**config.mk**
```make
export PLATFORM = sky130hd
export DESIGN_NAME = fidr_host
export DESIGN_NICKNAME = d
export VERILOG_FILES = /design/src/design/fidr_pkg.sv /design/src/design/fidr_host.sv
export VERILOG_INCLUDE_DIRS = /design/src /design/src/design
export SDC_FILE = /design/constraint.sdc
export NUM_CORES = 1
export LEC_CHECK = 0
export BUFFER_PORTS_ARGS = -buffer_cell sky130_fd_sc_hd__buf_2
export CAP_MARGIN = 5
export CORE_AREA = 4 4 127 129
export DETAILED_ROUTE_END_ITERATION = 12
export DIE_AREA = 0 0 131 133
export PLACE_DENSITY = 0.64
export SLEW_MARGIN = 20
export SYNTH_ARGS = -nofsm -noshare
export SYNTH_HDL_FRONTEND = slang
export SYNTH_SLANG_ARGS = --single-unit
```
**constraint.sdc**
```tcl
create_clock -name CLK_IN -period 2.9 [get_ports CLK_IN]
set_clock_uncertainty 0.1 [all_clocks]
set_input_delay 0.29 -clock CLK_IN [delete_from_list [all_inputs] [get_ports CLK_IN]]
set_output_delay 0.29 -clock CLK_IN [all_outputs]
set_load 0.03 [all_outputs]
```
**src/design/fidr_params.svh**
```systemverilog
`ifndef FIDR_PARAMS_SVH
`define FIDR_PARAMS_SVH

// register byte offsets on the control bus
`define FIDR_CTRL_OFS      8'h00
`define FIDR_SEL_OFS       8'h04
`define FIDR_STAT_OFS      8'h08
`define FIDR_DATA_OFS      8'h0C

// control register fields
`define FIDR_CTRL_START    0
`define FIDR_CTRL_OP_LSB   1
`define FIDR_CTRL_HV       4
`define FIDR_CTRL_DIE      5

// status register fields
`define FIDR_STAT_BUSY     0
`define FIDR_STAT_DONE     1
`define FIDR_STAT_MODE     2
`define FIDR_STAT_PROT     3
`define FIDR_STAT_FACT     4
`define FIDR_STAT_CUST     5
`define FIDR_STAT_LOCKW    8

// reset values
`define FIDR_SEL_RST       10'h000
`define FIDR_WORD_RST      16'h0000

// timing, in ns, and cycle counts derived from the clock period
`define FIDR_CLK_NS        20
`define FIDR_T_ACC_NS      70
`define FIDR_T_WP_NS       35
`define FIDR_T_GAP_NS      30
`define FIDR_ACC_CYC       ((`FIDR_T_ACC_NS + `FIDR_CLK_NS - 1) / `FIDR_CLK_NS)
`define FIDR_WP_CYC        ((`FIDR_T_WP_NS + `FIDR_CLK_NS - 1) / `FIDR_CLK_NS)
`define FIDR_GAP_CYC       ((`FIDR_T_GAP_NS + `FIDR_CLK_NS - 1) / `FIDR_CLK_NS)

// window for address bits 21..12 while polling the lock indicator
`define FIDR_LOCK_WIN_LO   10'h004
`define FIDR_LOCK_WIN_HI   10'h03F

// low address nibble of each identifier word
`define FIDR_LOW_MFR       4'h0
`define FIDR_LOW_DEV1      4'h1
`define FIDR_LOW_DEV2      4'hE
`define FIDR_LOW_DEV3      4'hF
`define FIDR_LOW_PROT      4'h2
`define FIDR_LOW_LOCK      4'h3

// entry command writes and the reset command
`define FIDR_CMD_ADDR1     12'h555
`define FIDR_CMD_ADDR2     12'h2AA
`define FIDR_CMD_DATA1     16'h00AA
`define FIDR_CMD_DATA2     16'h0055
`define FIDR_CMD_DATA3     16'h0090
`define FIDR_CMD_RESET     16'h00F0
`define FIDR_LAST_STEP     2'h2

// secured region: the factory part and the customer part are each this many words
`define FIDR_SEC_WORDS     8'h40

`endif

```
**src/design/fidr_pkg.sv**
```systemverilog
`default_nettype none
package fidr_pkg;

   typedef enum logic [2:0] {
      ST_IDLE    = 3'b000,
      ST_READ    = 3'b001,
      ST_WR_LOW  = 3'b010,
      ST_WR_HIGH = 3'b011,
      ST_GAP     = 3'b100
   } fidr_state_t;

   typedef enum logic [2:0] {
      OP_MFR   = 3'b000,
      OP_DEV1  = 3'b001,
      OP_DEV2  = 3'b010,
      OP_DEV3  = 3'b011,
      OP_PROT  = 3'b100,
      OP_LOCK  = 3'b101,
      OP_ENTER = 3'b110,
      OP_EXIT  = 3'b111
   } fidr_op_t;

   typedef struct packed {
      logic        psel;
      logic        penable;
      logic        pwrite;
      logic [7:0]  paddr;
      logic [31:0] pwdata;
   } fidr_apb_req_t;

   typedef struct packed {
      logic [31:0] prdata;
      logic        pready;
      logic        pslverr;
   } fidr_apb_rsp_t;

   typedef struct packed {
      logic [21:0] addr;
      logic        first_die_select_n;
      logic        second_die_select_n;
      logic        oe_n;
      logic        we_n;
      logic [15:0] dq_out;
      logic        dq_oe;
      logic        elevated_id_voltage;
   } fidr_pins_t;

   typedef struct packed {
      fidr_state_t st;
      fidr_op_t    op;
      logic        hv;
      logic        die;
      logic [9:0]  sel;
      logic        busy;
      logic        done;
      logic        mode_on;
      logic        prot;
      logic        fact;
      logic        cust;
      logic [15:0] word;
      logic [7:0]  cnt;
      logic [1:0]  step;
      logic [31:0] prdata;
      fidr_pins_t  pins;
   } fidr_regs_t;

endpackage : fidr_pkg
`default_nettype wire

```
**src/design/fidr_host.sv**
```systemverilog
// The APB register port and the register offsets are this design's own decisions.
`include "fidr_params.svh"
`default_nettype none

// Overview of operation
// - elevated voltage output follows the control bit, held across all reads
// - protection read puts the sector address on bits 21..12; bit 0 is stored
// - entry command sequence is written with the elevated voltage still following the control bit
// - lock read forces bits 21..12 into the designated window
// - one die select asserted, the other deasserted, on every access
// - reads drive chip enable low, output enable low, write enable high
module fidr_host #(
   parameter logic [7:0] ACC_CYC = 8'(`FIDR_ACC_CYC),
   parameter logic [7:0] WP_CYC  = 8'(`FIDR_WP_CYC),
   parameter logic [7:0] GAP_CYC = 8'(`FIDR_GAP_CYC)
) (
   input  wire logic                    CLK_IN,
   input  wire logic                    RSTN_IN,
   input  wire fidr_pkg::fidr_apb_req_t APB_IN,
   output var  fidr_pkg::fidr_apb_rsp_t APB_OUT,
   input  wire logic [15:0]             FLASH_DQ_IN,
   output var  fidr_pkg::fidr_pins_t    FLASH_OUT
);
   import fidr_pkg::*;

   fidr_regs_t r;
   fidr_regs_t next_r;
   logic       mapped;
   logic       wr_en;
   logic       start;

   ////////////////////////////////////////////////////////////////////////////
   // address helpers

   // the identifier address; every don't-care bit is driven low
   function automatic logic [21:0] id_addr(input fidr_op_t op, input logic [9:0] sel);
      logic [21:0] a;
      logic [9:0]  hi;
      // bit 9 stays low as well; the elevated voltage for that pin has its own output
      a  = 22'h000000;
      hi = sel;
      if (op == OP_LOCK) begin
         // lock polling outside the window is undefined, so clamp it
         if (sel < `FIDR_LOCK_WIN_LO) begin
            hi = `FIDR_LOCK_WIN_LO;
         end else if (sel > `FIDR_LOCK_WIN_HI) begin
            hi = `FIDR_LOCK_WIN_HI;
         end
      end
      a[21:12] = hi;
      unique case (op)
         OP_MFR:  a[3:0] = `FIDR_LOW_MFR;
         OP_DEV1: a[3:0] = `FIDR_LOW_DEV1;
         OP_DEV2: a[3:0] = `FIDR_LOW_DEV2;
         OP_DEV3: a[3:0] = `FIDR_LOW_DEV3;
         OP_PROT: a[3:0] = `FIDR_LOW_PROT;
         OP_LOCK: a[3:0] = `FIDR_LOW_LOCK;
         OP_ENTER, OP_EXIT: a[3:0] = 4'h0;
      endcase
      return a;
   endfunction

   // address of each command write; the bank rides the third one
   function automatic logic [21:0] cmd_addr(input fidr_op_t op, input logic [1:0] step,
                                            input logic [9:0] sel);
      logic [21:0] a;
      a = 22'h000000;
      if (op == OP_ENTER) begin
         unique case (step)
            2'h0:    a[11:0] = `FIDR_CMD_ADDR1;
            2'h1:    a[11:0] = `FIDR_CMD_ADDR2;
            default: a = {sel, `FIDR_CMD_ADDR1};
         endcase
      end
      return a;
   endfunction

   function automatic logic [15:0] cmd_data(input fidr_op_t op, input logic [1:0] step);
      logic [15:0] d;
      d = `FIDR_CMD_RESET;
      if (op == OP_ENTER) begin
         unique case (step)
            2'h0:    d = `FIDR_CMD_DATA1;
            2'h1:    d = `FIDR_CMD_DATA2;
            default: d = `FIDR_CMD_DATA3;
         endcase
      end
      return d;
   endfunction

   // secured words that can no longer be written; the factory part sits at the
   // bottom, so a customer lock only ever adds the part just above it
   function automatic logic [7:0] locked_words(input logic fact, input logic cust);
      logic [7:0] n;
      n = 8'h00;
      if (fact) begin
         n = `FIDR_SEC_WORDS;
         if (cust) begin
            n = `FIDR_SEC_WORDS + `FIDR_SEC_WORDS;
         end
      end
      return n;
   endfunction

   // status word; the lock count sits above the flags so older software ignores it
   function automatic logic [31:0] status_word(input fidr_regs_t s);
      logic [31:0] w;
      w = 32'h00000000;
      w[`FIDR_STAT_BUSY] = s.busy;
      w[`FIDR_STAT_DONE] = s.done;
      w[`FIDR_STAT_MODE] = s.mode_on | s.hv;
      w[`FIDR_STAT_PROT] = s.prot;
      w[`FIDR_STAT_FACT] = s.fact;
      w[`FIDR_STAT_CUST] = s.cust;
      w[`FIDR_STAT_LOCKW +: 8] = locked_words(s.fact, s.cust);
      return w;
   endfunction

   ////////////////////////////////////////////////////////////////////////////
   // bus decode; the slave never waits, so pready is tied high
   // register map, one aligned word each:
   //   0x00 control: bit 0 start (reads 0), bits 3..1 operation, bit 4 voltage, bit 5 die
   //   0x04 select:  bits 9..0 go out on address bits 21..12 as bank or sector
   //   0x08 status:  busy, done (write 1 to clear), mode, protected, factory, customer,
   //                 bits 15..8 count of secured words that are locked
   //   0x0C data:    bits 15..0 hold the last identifier word read
   // read data is captured in the setup cycle, so a read costs no wait state; the
   // catch is that a register changing in that same cycle shows its old value

   assign mapped = (APB_IN.paddr == `FIDR_CTRL_OFS) || (APB_IN.paddr == `FIDR_SEL_OFS) ||
                   (APB_IN.paddr == `FIDR_STAT_OFS) || (APB_IN.paddr == `FIDR_DATA_OFS);
   assign wr_en  = APB_IN.psel && APB_IN.penable && APB_IN.pwrite && mapped;
   // a start while busy is dropped, not queued: software polls done first
   assign start  = wr_en && (APB_IN.paddr == `FIDR_CTRL_OFS) &&
                   APB_IN.pwdata[`FIDR_CTRL_START] && !r.busy;

   assign APB_OUT.prdata  = r.prdata;
   assign APB_OUT.pready  = 1'b1;
   assign APB_OUT.pslverr = APB_IN.psel && APB_IN.penable && !mapped;
   assign FLASH_OUT       = r.pins;

   ////////////////////////////////////////////////////////////////////////////
   // next state: bus side first, so a finishing operation wins over a clear

   always_comb begin
      next_r = r;

      // read data is picked up in the setup cycle and held through access
      if (APB_IN.psel && !APB_IN.penable) begin
         next_r.prdata = 32'h00000000;
         unique case (APB_IN.paddr)
            `FIDR_CTRL_OFS: next_r.prdata[5:1] = {r.die, r.hv, r.op};
            `FIDR_SEL_OFS:  next_r.prdata[9:0] = r.sel;
            `FIDR_STAT_OFS: next_r.prdata = status_word(r);
            `FIDR_DATA_OFS: next_r.prdata[15:0] = r.word;
            default:        next_r.prdata = 32'h00000000;
         endcase
      end

      // writes; configuration is frozen while an operation runs
      if (wr_en && !r.busy) begin
         unique case (APB_IN.paddr)
            `FIDR_CTRL_OFS: begin
               next_r.op  = fidr_op_t'(APB_IN.pwdata[`FIDR_CTRL_OP_LSB +: 3]);
               next_r.hv  = APB_IN.pwdata[`FIDR_CTRL_HV];
               next_r.die = APB_IN.pwdata[`FIDR_CTRL_DIE];
            end
            `FIDR_SEL_OFS: next_r.sel = APB_IN.pwdata[9:0];
            default: ;
         endcase
      end
      if (wr_en && (APB_IN.paddr == `FIDR_STAT_OFS) && APB_IN.pwdata[`FIDR_STAT_DONE]) begin
         next_r.done = 1'b0;
      end

      // dropping the elevated voltage ends identification mode, so a stale mode bit
      // never outlives the voltage that set it
      if (r.hv && !next_r.hv) begin
         next_r.mode_on = 1'b0;
      end

      // sequencer
      // a read holds the strobes for ACC_CYC cycles and samples in the last one;
      // a command write is WP_CYC cycles low, one of hold, then GAP_CYC idle, and
      // the gap keeps back-to-back operations from overlapping on the flash bus
      next_r.cnt = r.cnt + 8'h01;
      unique case (r.st)
         ST_IDLE: begin
            next_r.cnt = 8'h00;
            if (start) begin
               next_r.busy = 1'b1;
               next_r.step = 2'h0;
               // command path needs no elevated voltage at all
               next_r.st = (next_r.op == OP_ENTER || next_r.op == OP_EXIT) ?
                           ST_WR_LOW : ST_READ;
            end
         end
         ST_READ: begin
            if (r.cnt == ACC_CYC - 8'h01) begin
               next_r.word = FLASH_DQ_IN;
               if (r.op == OP_PROT) begin
                  next_r.prot = FLASH_DQ_IN[0];
               end
               if (r.op == OP_LOCK) begin
                  next_r.fact = FLASH_DQ_IN[7];
                  next_r.cust = FLASH_DQ_IN[6];
               end
               next_r.cnt = 8'h00;
               next_r.st  = ST_GAP;
            end
         end
         ST_WR_LOW: begin
            if (r.cnt == WP_CYC - 8'h01) begin
               next_r.cnt = 8'h00;
               next_r.st  = ST_WR_HIGH;
            end
         end
         ST_WR_HIGH: begin
            // one cycle of data hold after write enable rises
            next_r.cnt = 8'h00;
            next_r.st  = ST_GAP;
         end
         ST_GAP: begin
            if (r.cnt == GAP_CYC - 8'h01) begin
               next_r.cnt = 8'h00;
               if (r.op == OP_ENTER && r.step != `FIDR_LAST_STEP) begin
                  next_r.step = r.step + 2'h1;
                  next_r.st   = ST_WR_LOW;
               end else begin
                  next_r.st   = ST_IDLE;
                  next_r.busy = 1'b0;
                  next_r.done = 1'b1;
                  if (r.op == OP_ENTER) begin
                     next_r.mode_on = 1'b1;
                  end
                  if (r.op == OP_EXIT) begin
                     next_r.mode_on = 1'b0;
                  end
               end
            end
         end
         default: begin
            next_r.st   = ST_IDLE;
            next_r.busy = 1'b0;
         end
      endcase

      // pins follow the next state so they register in step with it
      next_r.pins.elevated_id_voltage = next_r.hv;
      next_r.pins.first_die_select_n  = 1'b1;
      next_r.pins.second_die_select_n = 1'b1;
      next_r.pins.oe_n   = 1'b1;
      next_r.pins.we_n   = 1'b1;
      next_r.pins.dq_oe  = 1'b0;
      next_r.pins.dq_out = 16'h0000;
      next_r.pins.addr   = 22'h000000;
      unique case (next_r.st)
         ST_READ: begin
            next_r.pins.addr = id_addr(next_r.op, next_r.sel);
            next_r.pins.first_die_select_n  = next_r.die;
            next_r.pins.second_die_select_n = !next_r.die;
            next_r.pins.oe_n = 1'b0;
         end
         ST_WR_LOW, ST_WR_HIGH: begin
            next_r.pins.addr   = cmd_addr(next_r.op, next_r.step, next_r.sel);
            next_r.pins.dq_out = cmd_data(next_r.op, next_r.step);
            next_r.pins.dq_oe  = 1'b1;
            next_r.pins.first_die_select_n  = next_r.die;
            next_r.pins.second_die_select_n = !next_r.die;
            next_r.pins.we_n = (next_r.st != ST_WR_LOW);
         end
         // idle and gap keep the defaults above: strobes high, selects high and the
         // data lines released, so the flash owns the bus between operations
         ST_IDLE, ST_GAP: ;
         default: ;
      endcase
   end

   ////////////////////////////////////////////////////////////////////////////
   // state register
   // the reset is asynchronous so the flash bus is released before any clock runs

   always_ff @(posedge CLK_IN or negedge RSTN_IN) begin
      if (!RSTN_IN) begin
         r        <= '0;
         r.st     <= ST_IDLE;
         r.op     <= OP_MFR;
         r.sel    <= `FIDR_SEL_RST;
         r.word   <= `FIDR_WORD_RST;
         r.pins.first_die_select_n  <= 1'b1;
         r.pins.second_die_select_n <= 1'b1;
         r.pins.oe_n <= 1'b1;
         r.pins.we_n <= 1'b1;
      end else begin
         r <= next_r;
      end
   end

endmodule // fidr_host
`default_nettype wire

```
Word level (Yosys, flattened, before mapping)
Memory sizes are Yosys's and may differ from the RTL's.
Index checks and enable logic that the tools add are counted.
Widths: inputs -> output; s select.
Operators by class
  add/subtract/negate cells: 2
  $lt $le $gt $ge: 2
  eq/ne operators: 25
  mux-type cells: 43
  bitwise gates (word level): 2
  reduce and logical (&&, ||, !) cells: 33
Operator list (count)
  $mux 10: 6
  $pmux 24 s2: 1
  $mux 8: 4
  $pmux 8 s4: 1
  $eq 3x3->1 const B: 8
  $mux 22: 1
  $pmux 5 s4: 1
  $mux 18: 1
  $mux 3: 6
  $eq 8x4->1 const B: 2
  $mux 16: 1
  $pmux 8 s2: 1
  $mux 15: 1
  $pmux 3 s5: 1
  $logic_and 1x1->1: 13
  $eq 3x2->1 const B: 4
  $pmux 4 s3: 1
  $pmux 6 s2: 1
  $mux 11: 1
  $gt 10x6->1 const B: 1
  $lt 10x3->1 const B: 1
  $mux 2: 5
  $add 8x1->8 const B: 1
  $eq 8x1->1 const B: 1
  other kinds (23): 43
Storage, ports and cells
  flip-flop bits (word level): 109
  ROM bits: 32
  output and inout port bits: 78
  word-level logic and storage cells: 130
  memories kept: 1
Memory list
  (name not given): words 8, bits a word 4, rd ports 1, clocked after memory_dff 0, write ports 0, line fidr_host.sv:51  | unique case (op)

Depth between registers and ports, before layout
Gate-level depths: netlist of the first run.
  word-level depth: 15
  depth in mapped cells: 9
  mapped depth without buffers: 8

Worst setup path before layout of the first run
Ideal clock, no wire load.
  path kind: reg2reg
  from: register r[80] (netlist bit)
  to: register r[104] (netlist bit)
  library setup time: 125 ps
  data arrival time: 2157 ps
  required time: 2675 ps
  path slack: 518 ps
  cell stages (with the launch flop): 6
  buffers on the path: 0
  cell sequence: dfrtp_1 or4_4 nor3_4 nand3_4 or4b_1 mux2_2
On the way
  cells in the longest elaborated chain, start to end: 2
Ends and longest elaborated chain
  start, declared: line fidr_host.sv:26  | fidr_regs_t r;
  start signal, assigned: line fidr_host.sv:295  | r <= next_r;
  $eq 8x2->1: line fidr_host.sv:199  | if (r.cnt == ACC_CYC - 8'h01) begin
  $reduce_and 3->1 (no source line)
Every way passes these cells.
A chain may end at the register's enable or synchronous reset.

==> impl_metrics.csv, run 1 <==
group,metric,value,unit
die,die_w,131,µm
critical_path,worstSetupStartpointType,"register",
clocking,cts.clk_slew.worst_paths,60,ps
timing,slew_violations,0,
clocking,post_cts_buffers,0,
routing,drc,0,
yosys,ys_seq_area_frac,0.478,
die,start_util,0.325,
placement,hpwlAfterDp,8460,µm
yosys,synth_edf_count,0,
yosys,synthesis.area,4880,µm²
timing,rsz0062_at_grt,"false",
yosys,synthFlopType,"dfrtp_1",
die,boundaryPins,139,
routing,ant_nets,0,
cells_and_area,final_cells,720,
routing,viasPerCell,4.82,
critical_path,crit_type,"register to register",
timing,tightest_slew,756,ps
yosys,synth_cell_types,59,
global_routing,first_global_vias,3475,
cells_and_area,layout-drive-gt1-share,0.289,
yosys,yosysWarnings,0,
routing,num_vias,3468,
routing,drt-initial-drc-count,200,
placement,io_buffers,90,
die,core.rowCount,45,
placement,dp.cells,703,
critical_path,crit_path_max_fanout,12,
die,die_h,133,µm
flow_run,drv_cap,0,
timing,max_slew_margin,0.496,
critical_path,arrival,2780,ps
timing,hold_viol_final,0,
clocking,cts_buffers,9,
global_routing,grtUsageTotal,0.129,
cells_and_area,final_area,5380,µm²
cells_and_area,antenna_cells,0,
die,die_area,17400,µm²
timing,min_period_over_period,0.929,
global_routing,antenna_found_initial,0,
placement,placed_cell_area,5110,µm²
yosys,synth_area_per_cell,10.1,µm²
timing,final.min_clock_period,2690,ps
clocking,htreeDepth,3,
pwr,total_power,2560,µW
timing,tns,0,ps
global_routing,grt_overflow,0,
worst_hold_path,hp-class,"primary input to register",
yosys,syn-instance-count,482,
clocking,cts_root_buffer,"clkbuf_16",
cells_and_area,n_fill_cell,1514,
clocking,clock_latency,340,ps
routing,wl_per_cell,15.2,µm
clocking,cts_sinks,93,
critical_path,end_kind,"register",
pwr,power_density,476,nW/µm²
global_routing,grt_pass1_wl,17700,µm
timing,fmax,371,MHz
routing,routed_wl,11000,µm
cells_and_area,nets,592,
routing,drtPass1Iterations,4,
status,status,"completed",
global_routing,grt_max_degree,60,
clocking,cts_tree,"yes",
yosys,synth-async-reset-ratio,1.00,
timing,setup_viol,0,
clocking,clockBufferDepth,2,
pwr,p_leak,0.00268,µW
placement,gp_congestion,0.841,
pwr,ir_drop,268,µV
cells_and_area,area_growth,10.3,%
die,core_area,15000,µm²
yosys,ys_ff_latch,93,
critical_path,required,2990,ps
cells by family (layout without fill, tap and decap cells):
logic type,after synthesis,count (layout),synth area share
xor+xnor,6,6,0.0108
flops,93,93,0.478
simple gates,173,173,0.184
mux,34,34,0.0867
fa+ha+maj,4,4,0.0103
other cells,2,26,0.00154
buf+inv,108,134,0.146
compound gates,62,62,0.0821
metrics by stage:
step,hold WS (ps),utilization,setup WS (ps)
after floorplan,-106,-,518
after global placement,307,0.340,264
after detailed placement,317,0.340,213
after CTS,41.5,0.358,209
after global routing,37.6,0.358,68.2
final,52.1,0.358,205
layout make-up:
class,instances,area (µm²),area share
tap,188,235,0.0437
multi-input combinational,305,1920,0.357
clock inverter,2,10.0,0.00186
sequential,93,2330,0.433
clock buffer,14,254,0.0472
inverter,14,53.8,0.0100
timing repair buffer,104,573,0.107
Yosys cell counts (all sizes together), types with 2 or more instances:
master | count | area [µm²]
a21oi | 15 | 75.1
nor3b | 2 | 15.0
conb | 2 | 7.51
o32ai | 2 | 17.5
inv | 13 | 48.8
a22o | 4 | 35.0
nand3 | 17 | 110
or4 | 4 | 41.3
buf | 84 | 623
ha | 4 | 50.1
nor4 | 7 | 50.1
xor2 | 5 | 43.8
nand2b | 8 | 50.1
o21ai | 20 | 100
nor4bb | 2 | 20.0
mux2i | 10 | 100
dfrtp | 89 | 2230
mux4 | 4 | 97.6
or4b | 2 | 20.0
nand4 | 8 | 56.3
dfstp | 4 | 105
o22ai | 4 | 25.0
and3 | 4 | 25.0
nand2 | 82 | 308
mux2 | 20 | 225
o21a | 2 | 15.0
o31ai | 3 | 22.5
nand4b | 2 | 17.5
clkbuf | 10 | 37.5
nor3 | 4 | 31.3
o211ai | 3 | 22.5
or3b | 2 | 17.5
nor2 | 23 | 86.3
repair_timing:
| item | CTS | global route |
|---|---|---|
| hold buffers | 1 | 0 |
| resized for setup | 0 | 0 |
| endpoints found under the hold margin | 54 | 0 |
flip-flops by register name (all words and copies together), names as in the netlist:
name / count
APB_OUT: 16
r: 49
FLASH_OUT: 28
worst max-delay path, cell delays in order (launching register included):
cell and delay, ps:
dfrtp_1 410, inv_1 70, ha_1 180, or3b_2 500
o41a_1 450, o22a_4 290, nand2_1 370, o211ai_1 180
worst paths after layout:
path / from / to / cells after the start / slack (ps)
min in group asynchronous: RSTN_IN / FLASH_OUT[36]$_DFF_PN0_ / 2 / 470
worst max-delay path: r[79]$_DFF_PN0_ / FLASH_OUT[34]$_DFF_PN0_ / 7 / 210
worst min-delay path: FLASH_DQ_IN[15] / r[101]$_DFFE_PN0P_ / 3 / 50
max in group asynchronous: RSTN_IN / r[100]$_DFFE_PN0P_ / 3 / 1570
worst max register to register: r[79]$_DFF_PN0_ / FLASH_OUT[34]$_DFF_PN0_ / 7 / 210
worst min register to register: r[94]$_DFFE_PN0P_ / r[94]$_DFFE_PN0P_ / 2 / 370
routing by layer:
metal,vias up,share of wire,track usage
li1,1648,-,-
met1,1723,0.41,0.164
met2,89,0.52,0.216
met3,8,0.061,0.0311
met4,0,0.011,0.0383
met5,-,0,0
power breakdown:
group          total [µW]  switching [µW]  internal [µW]
Clock                1060             458            603
Sequential           1320            8.48           1310
Combinational         185             130           55.6
layout by cell type, fill, tap and decap left out, types with 6 or more instances in the layout:
cell	synthesis	final
o21ai_0	20	20
mux2i_1	10	10
mux2_2	20	20
buf_2	6	89
nand3_1	15	15
nand2b_1	8	8
nor4_1	6	6
nand4_1	7	7
buf_4	77	13
nor2_1	23	23
dfrtp_1	89	89
conb_1	2	26
nand2_1	82	82
inv_1	13	13
a21oi_1	15	15
clkbuf_16	0	9
Note: power is estimated with default switching activity, not from simulation.
==> run 2, diff against run 1 <==
Settings changed: CORE_AREA 4 4 127 129 to 2 2 125 127, DIE_AREA 0 0 131 133 to 0 0 127 129, RECOVER_POWER set to 100.
==> impl_metrics.csv, run 2 (synthesis gave the netlist of run 1 again) <==
group,metric,value,unit
worst_hold_path,min_from,"FLASH_DQ_IN[1]",
cells_and_area,final_cells,720,
cells_and_area,largest_register_ffs,49,
critical_path,cp_common_cell,"nand2_1",
flow_run,drv_cap,0,
die,boundaryPins,139,
clocking,htreeDepth,3,
critical_path,slowest_stage,"or4_1",
global_routing,grt_max_degree,94,
placement,io_buffers,90,
cells_and_area,antenna_cells,0,
global_routing,grtUsageTotal,0.134,
routing,drt-initial-drc-count,187,
critical_path,reg2reg_depth,6,
global_routing,grt_pass1_wl,17200,µm
cells_and_area,mostFrequentLayoutCells,"89 x dfrtp_1, 82 x nand2_1, 59 x clkbuf_1",
worst_hold_path,hold_depth,3,
critical_path,arrival,2900,ps
pwr,ir_drop,320,µV
placement,hpwlAfterDp,8330,µm
worst_hold_path,hp-class,"primary input to register",
die,die_h,129,µm
routing,ant_nets,0,
clocking,cts_buffers,9,
critical_path,cp_slowest_stage_delay,660,ps
critical_path,r2r_start,"r[80]$_DFF_PN0_",
placement,dp.cells,703,
timing,min_period_over_period,0.939,
critical_path,reg2reg_slack,180,ps
timing,tns,0,ps
cells_and_area,nets,592,
clocking,clockBufferDepth,2,
die,start_util,0.326,
routing,num_vias,3453,
placement,gp_congestion,0.865,
die,core_area,15000,µm²
worst_hold_path,timing.hold.worst_endpoint,"r[87]$_DFFE_PN0P_",
cells_and_area,final_common_cell,"dfrtp_1",
critical_path,required,3080,ps
routing,viasPerCell,4.80,
critical_path,crit_type,"register to register",
clocking,cts_root_buffer,"clkbuf_16",
die,core.rowCount,45,
timing,rsz0062_at_grt,"false",
critical_path,crit_path_max_fanout,16,
timing,slew_violations,0,
critical_path,reg2reg_to,"r[95]$_DFFE_PN0P_",
timing,hold_viol_final,0,
die,die_w,127,µm
global_routing,grt_overflow,0,
routing,wl_per_cell,15.2,µm
cells_and_area,top_register,"r",
timing,hold_ws,49.8,ps
global_routing,first_global_vias,3502,
cells_and_area,n_fill_cell,1525,
clocking,cts_sinks,93,
routing,drc,0,
cells_and_area,layout-drive-gt1-share,0.162,
pwr,p_leak,0.00246,µW
die,die_area,16400,µm²
critical_path,worstSetupStartpointType,"register",
cells_and_area,area_growth,8.49,%
critical_path,end_kind,"register",
clocking,cts_tree,"yes",
clocking,post_cts_buffers,0,
timing,fmax,367,MHz
timing,setup_viol,0,
timing,max_slew_margin,0.160,
clocking,cts.repair.resized,0,
timing,tightest_slew,1260,ps
status,status,"completed",
clocking,cts.clk_slew.worst_paths,60,ps
timing,final.min_clock_period,2720,ps
critical_path,path_cells,"or4_1 > nor3_4 > and3_1 > clkbuf_1 > nand2_1 > nand2_1",
pwr,power_density,499,nW/µm²
routing,routed_wl,11000,µm
routing,drtPass1Iterations,4,
clocking,clock_latency,350,ps
global_routing,antenna_found_initial,0,
==> run 2: cell count changes in the layout (fill, tap and decap cells not counted), sizes merged <==
cell	previous run	this run
clkinvlp	0	1
bufinv	0	1
clkinv	3	5
clkbuf	14	70
buf	103	43
==> run 2: how the worst max path moves through the flow <==
stage / to / startpoint
finish: r[95]$_DFFE_PN0P_ / r[80]$_DFF_PN0_
global route: r[95]$_DFFE_PN0P_ / r[80]$_DFF_PN0_
CTS: FLASH_OUT[34]$_DFF_PN0_ / r[79]$_DFF_PN0_
detailed placement: FLASH_OUT[34]$_DFF_PN0_ / APB_IN[33]
global placement: FLASH_OUT[35]$_DFF_PN0_ / APB_IN[33]
floorplan: r[104]$_DFFE_PN0P_ / r[80]$_DFF_PN0_
==> run 2: metrics by stage <==
step                      area, µm²  utilization  power [µW]  worst slack (ps)
after detailed placement       5110        0.341        1520               229
after floorplan                4970            -        1470               518
after global routing           5290        0.353        2750              48.5
final                          5290        0.353        2640               177
after CTS                      5410        0.361        2680               230
after global placement         5110        0.341        1520               255
==> run 2: power breakdown <==
part,internal (µW),switching [µW],leakage (µW)
registers,1310,8.67,0.00117
clock network,667,481,0.000142
logic,50.8,127,0.00115
==> run 2: layout make-up <==
| cell class | instances | area [µm²] | share of cell area |
|---|---|---|---|
| Clock buffer | 10 | 229 | 0.0433 |
| Clock inverter | 6 | 65.1 | 0.0123 |
| Inverter | 14 | 53.8 | 0.0102 |
| Multi-Input combinational cell | 305 | 1900 | 0.360 |
| Sequential cell | 93 | 2330 | 0.441 |
| Tap cell | 188 | 235 | 0.0444 |
| Timing Repair Buffer | 104 | 473 | 0.0894 |
==> run 2: layer usage <==
metal,up-vias,part of all wire,GRT usage
met5,-,0,0
met1,1704,0.41,0.161
met4,0,0.016,0.0549
met2,84,0.52,0.237
li1,1651,-,-
met3,14,0.053,0.0258
==> run 2: critical path, delay by kind of cell (launching register included) <==
family | cells | cell delay [ps]
DFF | 1 | 440
buffers and inverters | 1 | 610
and+or+nand+nor | 5 | 1500
==> run 2: what timing repair did <==
| action | CTS | global route |
|---|---|---|
| hold endpoints to repair | 89 | 0 |
| hold buffers | 1 | 0 |
| setup endpoints to repair | 0 | 0 |
